==> src/include/drv_stall_defines.svh <==
// register map, field positions and lengths for driver status and stall logic
`ifndef DRV_STALL_DEFINES_SVH
`define DRV_STALL_DEFINES_SVH
// register indices; byte address is index times four
`define IDX_REF_CFG 10'h001
`define IDX_LINK_CFG 10'h004
`define IDX_STEP_CFG 10'h00A
`define IDX_EVENTS 10'h00E
`define IDX_STATUS 10'h00F
`define IDX_FS_VEL 10'h060
`define IDX_VSTALL 10'h067
`define IDX_IRQ_EN 10'h070
`define IDX_EVT_CLR 10'h071
`define IDX_CURRENT 10'h07B
// reference_switch_config fields
`define REF_STOP_EN 26
`define REF_RELEASE 27
// driver_link_config fields
`define LNK_FMT_MSB 3
`define LNK_FMT_LSB 0
`define LNK_LOAD_MSB 10
`define LNK_LOAD_LSB 8
`define LNK_COVER_MSB 19
`define LNK_COVER_LSB 13
// motor_step_config field
`define STEP_SEL_MSB 23
`define STEP_SEL_LSB 16
// event and status bits
`define EVT_STALL_STOP 12
`define EVT_MOTOR 30
`define ST_ACTIVE_STALL 11
`define ST_HOLD 13
`define ST_FULLSTEP 14
`define ST_DRV_LSB 24
// response lengths in bits
`define LEN_SIMPLE 7'h0C
`define LEN_MID 7'h14
`define LEN_WIDE 7'h28
// reset values
`define RST_WORD 32'h0000_0000
`endif

==> src/include/drv_stall_pkg.sv <==
// types for driver status and stall logic
package drv_stall_pkg;
  typedef enum logic [0:0] {
    LINK_IDLE = 1'b0,
    LINK_SHIFT = 1'b1
  } link_state_t;
  typedef enum logic [3:0] {
    FMT_OFF = 4'h0,
    FMT_SIMPLE_A = 4'h8,
    FMT_SIMPLE_B = 4'h9,
    FMT_MID_SPI = 4'hA,
    FMT_MID_SD = 4'hB,
    FMT_WIDE_SD = 4'hC,
    FMT_WIDE_SPI = 4'hD
  } fmt_t;
endpackage

==> src/hw/driver_status_stall_logic.sv <==
// driver response status mapping, stall stop and current datagram filter
//
// Decided for this implementation: the APB interface to the registers.
`timescale 1ns/10ps
`include "drv_stall_defines.svh"
// Summary of operation
// - step config bits 23:16 select which driver status bits feed the motor event
// - event bit 30 sets while any selected driver status bit is active
// - stop enabled, release clear, stall above threshold: ramp held at zero at once
// - each stall stop also sets the stall stop event flag
// - status bit 24 mirrors the returned driver stall bit directly
// - status bit 11 shows stall while absolute velocity exceeds threshold
// - reading the event register unlocks a latched stall stop
// - release bit set after unlock frees the ramp from the stall hold
// - format 1000 and 1001 are the two simple current-only driver families
// - cover length zero with known format picks length; 12 for simple formats
// - driver status byte updates from every complete response datagram
// - simple formats map eight flags to status bits 24 through 31 in order
// - simple formats send currents only when upper five bits of a coil change
// - microstep resolution affects simple formats only below 16
// - fullstep switch for simple formats depends only on ramp velocity
// - other formats take stall from one bit; load family compares three bits
module driver_status_stall_logic (
  // system
  input wire logic i_clk_sys,
  input wire logic i_rst,
  // apb slave
  input wire logic i_psel,
  input wire logic i_penable,
  input wire logic i_pwrite,
  input wire logic [11:0] i_paddr,
  input wire logic [31:0] i_pwdata,
  output logic [31:0] o_prdata,
  output logic o_pready,
  output logic o_pslverr,
  // driver response link, foreign clock
  input wire logic i_link_sclk,
  input wire logic i_link_csn,
  input wire logic i_link_sdi,
  // ramp and current sources
  input wire logic [31:0] i_ramp_velocity_now,
  input wire logic [8:0] i_coil_a_current,
  input wire logic [8:0] i_coil_b_current,
  // control outputs
  output logic o_ramp_hold,
  output logic o_fullstep_active,
  output logic o_current_send,
  output logic [8:0] o_coil_a_current_out,
  output logic [8:0] o_coil_b_current_out,
  output logic o_interrupt_pin
);

  logic [31:0] ref_cfg_r;
  logic [31:0] link_cfg_r;
  logic [31:0] step_cfg_r;
  logic [31:0] vstall_r;
  logic [31:0] fsvel_r;
  logic [31:0] irq_en_r;
  logic [31:0] evt_r;
  logic [31:0] evt_nxt;
  logic [31:0] prdata_r;
  logic pready_r;
  logic pslverr_r;
  logic sclk_s1, sclk_s2, sclk_s3;
  logic csn_s1, csn_s2, csn_s3;
  logic sdi_s1, sdi_s2;
  drv_stall_pkg::link_state_t state_r;
  logic [39:0] shift_r;
  logic [6:0] bitcnt_r;
  logic [7:0] drv_status_r;
  logic stall_r;
  logic hold_r;
  logic unlock_r;
  logic fullstep_r;
  logic send_r;
  logic [8:0] cur_a_r;
  logic [8:0] cur_b_r;
  logic irq_r;

  // decode and transfer qualifiers
  logic [9:0] idx;
  logic setup;
  logic access;
  logic wr;
  logic rd_evt;
  logic hit;
  logic [31:0] rd_mux;
  logic [31:0] status_word;

  assign idx = i_paddr[11:2];
  assign setup = i_psel & ~i_penable;
  assign access = i_psel & i_penable & pready_r;
  assign wr = access & i_pwrite;
  assign rd_evt = access & ~i_pwrite & (idx == `IDX_EVENTS);

  // format decode and response length
  drv_stall_pkg::fmt_t fmt;
  logic [6:0] cover_len;
  logic [6:0] exp_len;
  logic simple;

  assign fmt = drv_stall_pkg::fmt_t'(link_cfg_r[`LNK_FMT_MSB:`LNK_FMT_LSB]);
  assign cover_len = link_cfg_r[`LNK_COVER_MSB:`LNK_COVER_LSB];
  assign simple = (fmt == drv_stall_pkg::FMT_SIMPLE_A)
    || (fmt == drv_stall_pkg::FMT_SIMPLE_B);

  always_comb begin
    if (cover_len != 7'h00) begin
      exp_len = cover_len;
    end else begin
      case (fmt)
        drv_stall_pkg::FMT_SIMPLE_A,
        drv_stall_pkg::FMT_SIMPLE_B: exp_len = `LEN_SIMPLE;
        drv_stall_pkg::FMT_MID_SPI,
        drv_stall_pkg::FMT_MID_SD: exp_len = `LEN_MID;
        default: exp_len = `LEN_WIDE;
      endcase
    end
  end

  // velocity magnitude and stall decision
  logic [31:0] abs_v;
  logic over_thr;
  logic active_stall;
  logic stop_trig;
  logic [7:0] sel_hit;

  assign abs_v = i_ramp_velocity_now[31] ? 32'(-i_ramp_velocity_now) : i_ramp_velocity_now;
  assign over_thr = abs_v > vstall_r;
  assign active_stall = stall_r & over_thr;
  assign stop_trig = ref_cfg_r[`REF_STOP_EN] & ~ref_cfg_r[`REF_RELEASE]
    & active_stall;
  assign sel_hit = drv_status_r & step_cfg_r[`STEP_SEL_MSB:`STEP_SEL_LSB];

  // link input synchronisers; first stage feeds only the second
  always_ff @(posedge i_clk_sys) begin
    if (i_rst) begin
      sclk_s1 <= 1'b0;
      sclk_s2 <= 1'b0;
      sclk_s3 <= 1'b0;
      csn_s1 <= 1'b1;
      csn_s2 <= 1'b1;
      csn_s3 <= 1'b1;
      sdi_s1 <= 1'b0;
      sdi_s2 <= 1'b0;
    end else begin
      sclk_s1 <= i_link_sclk;
      sclk_s2 <= sclk_s1;
      sclk_s3 <= sclk_s2;
      csn_s1 <= i_link_csn;
      csn_s2 <= csn_s1;
      csn_s3 <= csn_s2;
      sdi_s1 <= i_link_sdi;
      sdi_s2 <= sdi_s1;
    end
  end

  logic sclk_rise;
  logic frame_end;
  logic rsp_done;

  assign sclk_rise = sclk_s2 & ~sclk_s3;
  assign frame_end = (state_r == drv_stall_pkg::LINK_SHIFT) & csn_s2;
  // short or long frames are dropped so stale status is never half updated
  assign rsp_done = frame_end & (bitcnt_r == exp_len);

  // response receiver, msb first, sampled on driver clock rising edge
  always_ff @(posedge i_clk_sys) begin
    if (i_rst) begin
      state_r <= drv_stall_pkg::LINK_IDLE;
      shift_r <= 40'h00_0000_0000;
      bitcnt_r <= 7'h00;
    end else begin
      case (state_r)
        drv_stall_pkg::LINK_IDLE: begin
          if (~csn_s2 & csn_s3) begin
            state_r <= drv_stall_pkg::LINK_SHIFT;
            bitcnt_r <= 7'h00;
          end
        end
        drv_stall_pkg::LINK_SHIFT: begin
          if (csn_s2) begin
            state_r <= drv_stall_pkg::LINK_IDLE;
          end else if (sclk_rise) begin
            shift_r <= {shift_r[38:0], sdi_s2};
            if (bitcnt_r != 7'h7F) begin
              bitcnt_r <= bitcnt_r + 7'h01;
            end
          end
        end
        default: state_r <= drv_stall_pkg::LINK_IDLE;
      endcase
    end
  end

  // driver status byte and held stall bit
  always_ff @(posedge i_clk_sys) begin
    if (i_rst) begin
      drv_status_r <= 8'h00;
      stall_r <= 1'b0;
    end else if (rsp_done) begin
      drv_status_r <= shift_r[7:0];
      case (fmt)
        drv_stall_pkg::FMT_SIMPLE_A: stall_r <= 1'b0;
        drv_stall_pkg::FMT_SIMPLE_B:
          stall_r <= (shift_r[10:8] <= link_cfg_r[`LNK_LOAD_MSB:`LNK_LOAD_LSB]);
        default: stall_r <= shift_r[0];
      endcase
    end
  end

  // stall stop hold and unlock
  always_ff @(posedge i_clk_sys) begin
    if (i_rst) begin
      hold_r <= 1'b0;
      unlock_r <= 1'b0;
    end else if (stop_trig) begin
      hold_r <= 1'b1;
      unlock_r <= 1'b0;
    end else if (hold_r & unlock_r & ref_cfg_r[`REF_RELEASE]) begin
      hold_r <= 1'b0;
      unlock_r <= 1'b0;
    end else if (rd_evt & hold_r) begin
      unlock_r <= 1'b1;
    end
  end

  // sticky events; a read clears only the bits it returned, a write to the clear register clears its set bits, set wins
  always_comb begin
    evt_nxt = evt_r;
    if (rd_evt) begin
      evt_nxt = evt_nxt & ~prdata_r;
    end
    if (wr & (idx == `IDX_EVT_CLR)) begin
      evt_nxt = evt_nxt & ~i_pwdata;
    end
    if (|sel_hit) begin
      evt_nxt[`EVT_MOTOR] = 1'b1;
    end
    if (stop_trig) begin
      evt_nxt[`EVT_STALL_STOP] = 1'b1;
    end
  end

  always_ff @(posedge i_clk_sys) begin
    if (i_rst) begin
      evt_r <= `RST_WORD;
      irq_r <= 1'b0;
    end else begin
      evt_r <= evt_nxt;
      irq_r <= |(evt_r & irq_en_r);
    end
  end

  // writable configuration; release bit only changes by software
  always_ff @(posedge i_clk_sys) begin
    if (i_rst) begin
      ref_cfg_r <= `RST_WORD;
      link_cfg_r <= `RST_WORD;
      step_cfg_r <= `RST_WORD;
      vstall_r <= `RST_WORD;
      fsvel_r <= `RST_WORD;
      irq_en_r <= `RST_WORD;
    end else if (wr) begin
      case (idx)
        `IDX_REF_CFG: ref_cfg_r <= i_pwdata;
        `IDX_LINK_CFG: link_cfg_r <= i_pwdata;
        `IDX_STEP_CFG: step_cfg_r <= i_pwdata;
        `IDX_VSTALL: vstall_r <= i_pwdata;
        `IDX_FS_VEL: fsvel_r <= i_pwdata;
        `IDX_IRQ_EN: irq_en_r <= i_pwdata;
        default: ;
      endcase
    end
  end

  // fullstep switch and current datagram filter
  logic coil_change;

  // only the upper five bits reach a simple driver, so finer resolutions
  // (16 and above) never trigger a datagram on their own
  assign coil_change = simple
    ? ((i_coil_a_current[8:4] != cur_a_r[8:4])
       || (i_coil_b_current[8:4] != cur_b_r[8:4]))
    : ((i_coil_a_current != cur_a_r) || (i_coil_b_current != cur_b_r));

  always_ff @(posedge i_clk_sys) begin
    if (i_rst) begin
      fullstep_r <= 1'b0;
    end else begin
      fullstep_r <= simple & (abs_v >= fsvel_r);
    end
  end

  always_ff @(posedge i_clk_sys) begin
    if (i_rst) begin
      send_r <= 1'b0;
      cur_a_r <= 9'h000;
      cur_b_r <= 9'h000;
    end else begin
      send_r <= (fmt != drv_stall_pkg::FMT_OFF) & coil_change;
      if ((fmt != drv_stall_pkg::FMT_OFF) & coil_change) begin
        cur_a_r <= i_coil_a_current;
        cur_b_r <= i_coil_b_current;
      end
    end
  end

  // read path
  always_comb begin
    status_word = `RST_WORD;
    status_word[31:`ST_DRV_LSB] = drv_status_r;
    status_word[`ST_ACTIVE_STALL] = active_stall;
    status_word[`ST_HOLD] = hold_r;
    status_word[`ST_FULLSTEP] = fullstep_r;
    hit = 1'b1;
    case (idx)
      `IDX_REF_CFG: rd_mux = ref_cfg_r;
      `IDX_LINK_CFG: rd_mux = link_cfg_r;
      `IDX_STEP_CFG: rd_mux = step_cfg_r;
      `IDX_EVENTS: rd_mux = evt_r;
      `IDX_STATUS: rd_mux = status_word;
      `IDX_FS_VEL: rd_mux = fsvel_r;
      `IDX_VSTALL: rd_mux = vstall_r;
      `IDX_IRQ_EN: rd_mux = irq_en_r;
      `IDX_EVT_CLR: rd_mux = `RST_WORD;
      `IDX_CURRENT: rd_mux = {7'h00, cur_b_r, 7'h00, cur_a_r};
      default: begin
        rd_mux = `RST_WORD;
        hit = 1'b0;
      end
    endcase
  end

  // apb answer: ready in the first access cycle
  always_ff @(posedge i_clk_sys) begin
    if (i_rst) begin
      pready_r <= 1'b0;
      pslverr_r <= 1'b0;
      prdata_r <= `RST_WORD;
    end else begin
      pready_r <= setup;
      pslverr_r <= setup & ~hit;
      if (setup) begin
        prdata_r <= i_pwrite ? `RST_WORD : rd_mux;
      end
    end
  end

  assign o_prdata = prdata_r;
  assign o_pready = pready_r;
  assign o_pslverr = pslverr_r;
  assign o_ramp_hold = hold_r;
  assign o_fullstep_active = fullstep_r;
  assign o_current_send = send_r;
  assign o_coil_a_current_out = cur_a_r;
  assign o_coil_b_current_out = cur_b_r;
  assign o_interrupt_pin = irq_r;

  a_motor_event_set: assert property (@(posedge i_clk_sys) disable iff (i_rst)
    (|sel_hit) |=> evt_r[`EVT_MOTOR])
    else $error("motor event not set");

  a_stall_hold_now: assert property (@(posedge i_clk_sys) disable iff (i_rst)
    stop_trig |=> o_ramp_hold)
    else $error("stall stop did not hold ramp");

  a_stop_event_flag: assert property (@(posedge i_clk_sys) disable iff (i_rst)
    stop_trig |=> evt_r[`EVT_STALL_STOP] && o_ramp_hold)
    else $error("stall stop event missing");

  a_read_unlocks: assert property (@(posedge i_clk_sys) disable iff (i_rst)
    (rd_evt && hold_r && !stop_trig) |=> (unlock_r || !hold_r))
    else $error("event read did not unlock");

  a_release_frees: assert property (@(posedge i_clk_sys) disable iff (i_rst)
    (hold_r && unlock_r && ref_cfg_r[`REF_RELEASE] && !stop_trig) |=> !o_ramp_hold)
    else $error("release did not free ramp");

  a_status_capture: assert property (@(posedge i_clk_sys) disable iff (i_rst)
    rsp_done |=> drv_status_r == $past(shift_r[7:0]))
    else $error("status byte not captured");

  a_simple_len: assert property (@(posedge i_clk_sys) disable iff (i_rst)
    (frame_end && simple && cover_len == 7'h00 && bitcnt_r != 7'h0C)
    |=> $stable(drv_status_r))
    else $error("wrong length frame accepted");

  a_stall_bit_take: assert property (@(posedge i_clk_sys) disable iff (i_rst)
    (rsp_done && !simple) |=> stall_r == $past(shift_r[0]))
    else $error("stall bit not taken");

  a_current_filter: assert property (@(posedge i_clk_sys) disable iff (i_rst)
    (simple && i_coil_a_current[8:4] == cur_a_r[8:4]
     && i_coil_b_current[8:4] == cur_b_r[8:4]) |=> !o_current_send)
    else $error("needless current datagram");

  a_fullstep_vel: assert property (@(posedge i_clk_sys) disable iff (i_rst)
    (simple && abs_v >= fsvel_r) |=> o_fullstep_active)
    else $error("fullstep not active");

endmodule

==> config.mk <==
export PLATFORM = sky130hd
export DESIGN_NAME = driver_status_stall_logic
export DESIGN_NICKNAME = d
export VERILOG_FILES = /design/src/include/drv_stall_pkg.sv /design/src/hw/driver_status_stall_logic.sv
export VERILOG_INCLUDE_DIRS = /design/src /design/src/include
export SDC_FILE = /design/constraint.sdc
export NUM_CORES = 1
export LEC_CHECK = 0
export BUFFER_PORTS_ARGS = -buffer_cell sky130_fd_sc_hd__clkbuf_2
export CORE_MARGIN = 5
export CORE_UTILIZATION = 54
export DETAILED_ROUTE_END_ITERATION = 16
export PLACE_DENSITY = 0.77
export SYNTH_ARGS = -nofsm -noshare
export SYNTH_HDL_FRONTEND = slang
export SYNTH_SLANG_ARGS = --single-unit
==> constraint.sdc <==
create_clock -name i_clk_sys -period 3.2 [get_ports i_clk_sys]
set_input_delay 0 -clock i_clk_sys [delete_from_list [all_inputs] [get_ports i_clk_sys]]
set_output_delay 0 -clock i_clk_sys [all_outputs]
set_load 0.1 [all_outputs]
==> impl_metrics.yaml <==
synthesis:
  synth-seq-cells: 317
  synth-seq-area-share_pct: 40.3
  synthTopCellsByCount: "nand2_1, dfxtp_1, a21oi_1, clkbuf_1, mux2i_1"
  yosysTopAreaCell: "dfxtp_1"
  synth_edf_count: 0
  yosys_warnings: 0
  avgSynthCellArea_um2: 7.90
  syn_nets: 2167
  synth_area_leaders: "dfxtp_1, nand2_1, a21oi_1"
  syn-cell-area_um2: 15800
  synthMostInstantiatedCell: "nand2_1"
  postSynthCellCount: 1996
  synth_top_area_share_pct: 40.3
  synthArstFlopShare_pct: 0
  synthFlopType: "dfxtp_1"
  yosysUniqueCellTypes: 70
global_route:
  grt_pass1_vias: 15421
  antenna_found_initial: 2
  grt_pass1_wl_mm: 88.1
  grt_start_max_net_pins: 92
  grt-ovfl-total: 0
  track_usage_pct: 33.7
critical_path:
  crit_required_ns: 3.62
  crit_end: "o_ramp_hold"
  reg2reg_depth: 6
  crit_type: "in -> reg"
  cp-end-kind: "register"
  r2r_start: "o_pready"
  crit_fanout: 6
  worstReg2RegEnd: "ref_cfg_r[31]"
  rrSetupSlack_ns: 0.76
  worstPathArrival_ns: 3.51
  worst_setup_path_start_kind: "input port"
  startpoint: "i_ramp_velocity_now[9]"
place:
  gp_congestion: 0.983
  placedInstanceArea_um2: 17400
  pre_cts_ws_ns: -0.477
  portBuffers: 155
  dpl.hpwl_mm: 40.8
power:
  leakagePower_nw: 6.83
  p_sw_share_pct: 24.1
  powerDensity_nw_per_um2: 432
  p_sw_mw: 1.98
  clkPwrFrac_pct: 42.9
  comb_power_share_pct: 9.1
  p_int_mw: 6.25
  seqPwrFrac_pct: 48.0
  vdd_ir_drop_max_mv: 0.398
layout:
  final_area_um2: 19100
  layout-drive-gt1-share_pct: 15.5
  final_nets: 2388
  area_delta_synth_final_pct: 20.9
  fillers: 2395
timing:
  fmax_mhz: 324
  report.final.hold_viol_count: 0
  final.period_utilization_pct: 96.6
  slew_headroom_pct: 31.8
  fin_ws_ns: 0.109
  holdWs_ns: 0.0537
  tightestPinTransition_ns: 1.01
  setup_viol: 0
  finalMaxSlewViolations: 0
  fin_skew_ns: 0.0107
  tns_ns: 0
  fin_crit_ns: 3.09
die:
  rows: 62
  fp.dieH_um: 181
  core_um2: 28800
  die-area_um2: 32700
  ios: 158
  chipWidth_um: 181
  start_util_pct: 54.8
clock_tree:
  root_buffer: "clkbuf_16"
  clkSlewWorstSetupHoldPaths_ns: 0.07
  clkLatencyLatePin_ns: 0.56
  htree_levels: 1
  numCtsBuffers: 31
  cts_max_path_buffers: 3
  cts_tree: "done"
  cts_setup_buffers: 0
  cts_num_sinks: 317
routing:
  via_per_inst: 6.22
  vias: 16342
  first_pass_iters: 9
  routedWlPerCell_um: 22.1
  ant_nets: 0
  routed_wl_mm: 58.2
  drc: 0
  drtIter0Drc: 2362
hold_path:
  min_path_cells: 5
  hp-class: "in -> reg"
job:
  drv_cap: 0
status:
  run_status: "complete, no violations"
==> timing repair <==
action                                  CTS  global route
endpoints found under the setup margin    0             4
hold endpoints to repair                262             0
hold buffers                             57             0
resized for setup                         0             9
==> power groups by stage <==
| stage | Sequential, mW | Clock [mW] | Combinational, mW |
|---|---|---|---|
| CTS | 3.95 | 3.53 | 0.728 |
| global placement | 4.04 | 0 | 0.651 |
| detailed placement | 4.04 | 0 | 0.668 |
| finish | 3.95 | 3.53 | 0.752 |
| floorplan | 4.05 | 0 | 0.348 |
| global route | 3.95 | 3.69 | 0.812 |
==> area by class of cell <==
type	instances	area [um2]	area share, %
Multi-Input combinational cell	1481	8800	46.2
Sequential cell	317	6350	33.3
Timing Repair Buffer	311	2160	11.3
Clock buffer	47	926	4.86
Tap cell	384	480	2.52
Inverter	75	282	1.48
Clock inverter	9	56.3	0.295
Antenna cell	2	5.00	0.0263
==> kinds of logic (layout without fill, tap and decap cells) <==
logic type | Yosys count | in the layout | synth area share [%]
AOI/OAI and AO/OA | 502 | 502 | 20.0
xor gates and xnor gates | 56 | 56 | 3.11
adders and majority gates | 69 | 69 | 5.48
buffers and inverters | 198 | 442 | 4.98
DFF | 317 | 317 | 40.3
muxes | 85 | 85 | 5.41
other | 0 | 2 | 0
and+or+nand+nor | 769 | 769 | 20.8
==> metrics by stage <==
| stage | power [mW] | instances | utilization [%] |
|---|---|---|---|
| after global routing | 8.45 | 2624 | 66.2 |
| after CTS | 8.21 | 2624 | 66.0 |
| after global placement | 4.69 | 2511 | 60.6 |
| final | 8.23 | 2626 | 66.2 |
| after floorplan | 4.40 | 1996 | - |
| after detailed placement | 4.71 | 2511 | 60.6 |
==> per-layer routing <==
metal	part of all wire [%]	GRT usage, %
met4	6.6	18.4
met3	12	7.54
met1	37	42.4
met2	45	53.7
met5	0.012	0
==> flip-flops by register name (all words and copies together) (netlist names), 8 cells and up <==
name,count
drv_status_r,8
evt_r,32
fsvel_r,32
irq_en_r,32
link_cfg_r,32
o_coil_a_current_out,9
o_coil_b_current_out,9
o_prdata,32
ref_cfg_r,32
shift_r,11
step_cfg_r,32
vstall_r,32
==> placed cells by master, fill, tap and decap left out, drive strengths merged, types with 3 or more instances in the layout <==
cell	instances
a2111oi	13
a211oi	8
a21o	7
a21oi	238
a221oi	37
a22o	28
a22oi	33
a311oi	3
a31oi	4
and2	5
buf	100
clkbuf	201
clkinv	9
dfxtp	317
dlygate4sd3	57
ha	69
inv	75
mux2i	83
nand2	580
nand2b	6
nand3	12
nand3b	5
nand4	22
nor2	57
nor2b	11
nor3	20
nor4	17
o21ai	77
o221ai	8
o2bb2ai	12
o31ai	10
o41ai	4
or2	5
or3	8
or4	8
xnor2	33
xor2	23
==> worst max-delay path, cell delays in order <==
cell and delay [ns]:
clkbuf_2 0.09, or4_4 0.53, or3_4 0.35, or3_4 0.39
nand2b_4 0.22, o41ai_4 0.23, xnor2_1 0.14, ha_1 0.31
nand4_1 0.12, or4_4 0.55, o2111ai_2 0.22, a31oi_2 0.07
o21ai_1 0.21, a221oi_1 0.10
==> worst min path at each step <==
stage	start	endpoint	slack (ns)
detailed placement	i_link_csn	csn_s1	0.19
finish	i_paddr[9]	o_prdata[12]	0.05
CTS	i_paddr[9]	o_prdata[12]	0.04
global route	i_paddr[9]	o_prdata[12]	0.13
global placement	i_link_csn	csn_s1	0.19
floorplan	i_link_csn	csn_s1	0.10
Note: power is estimated with default switching activity, not from simulation.
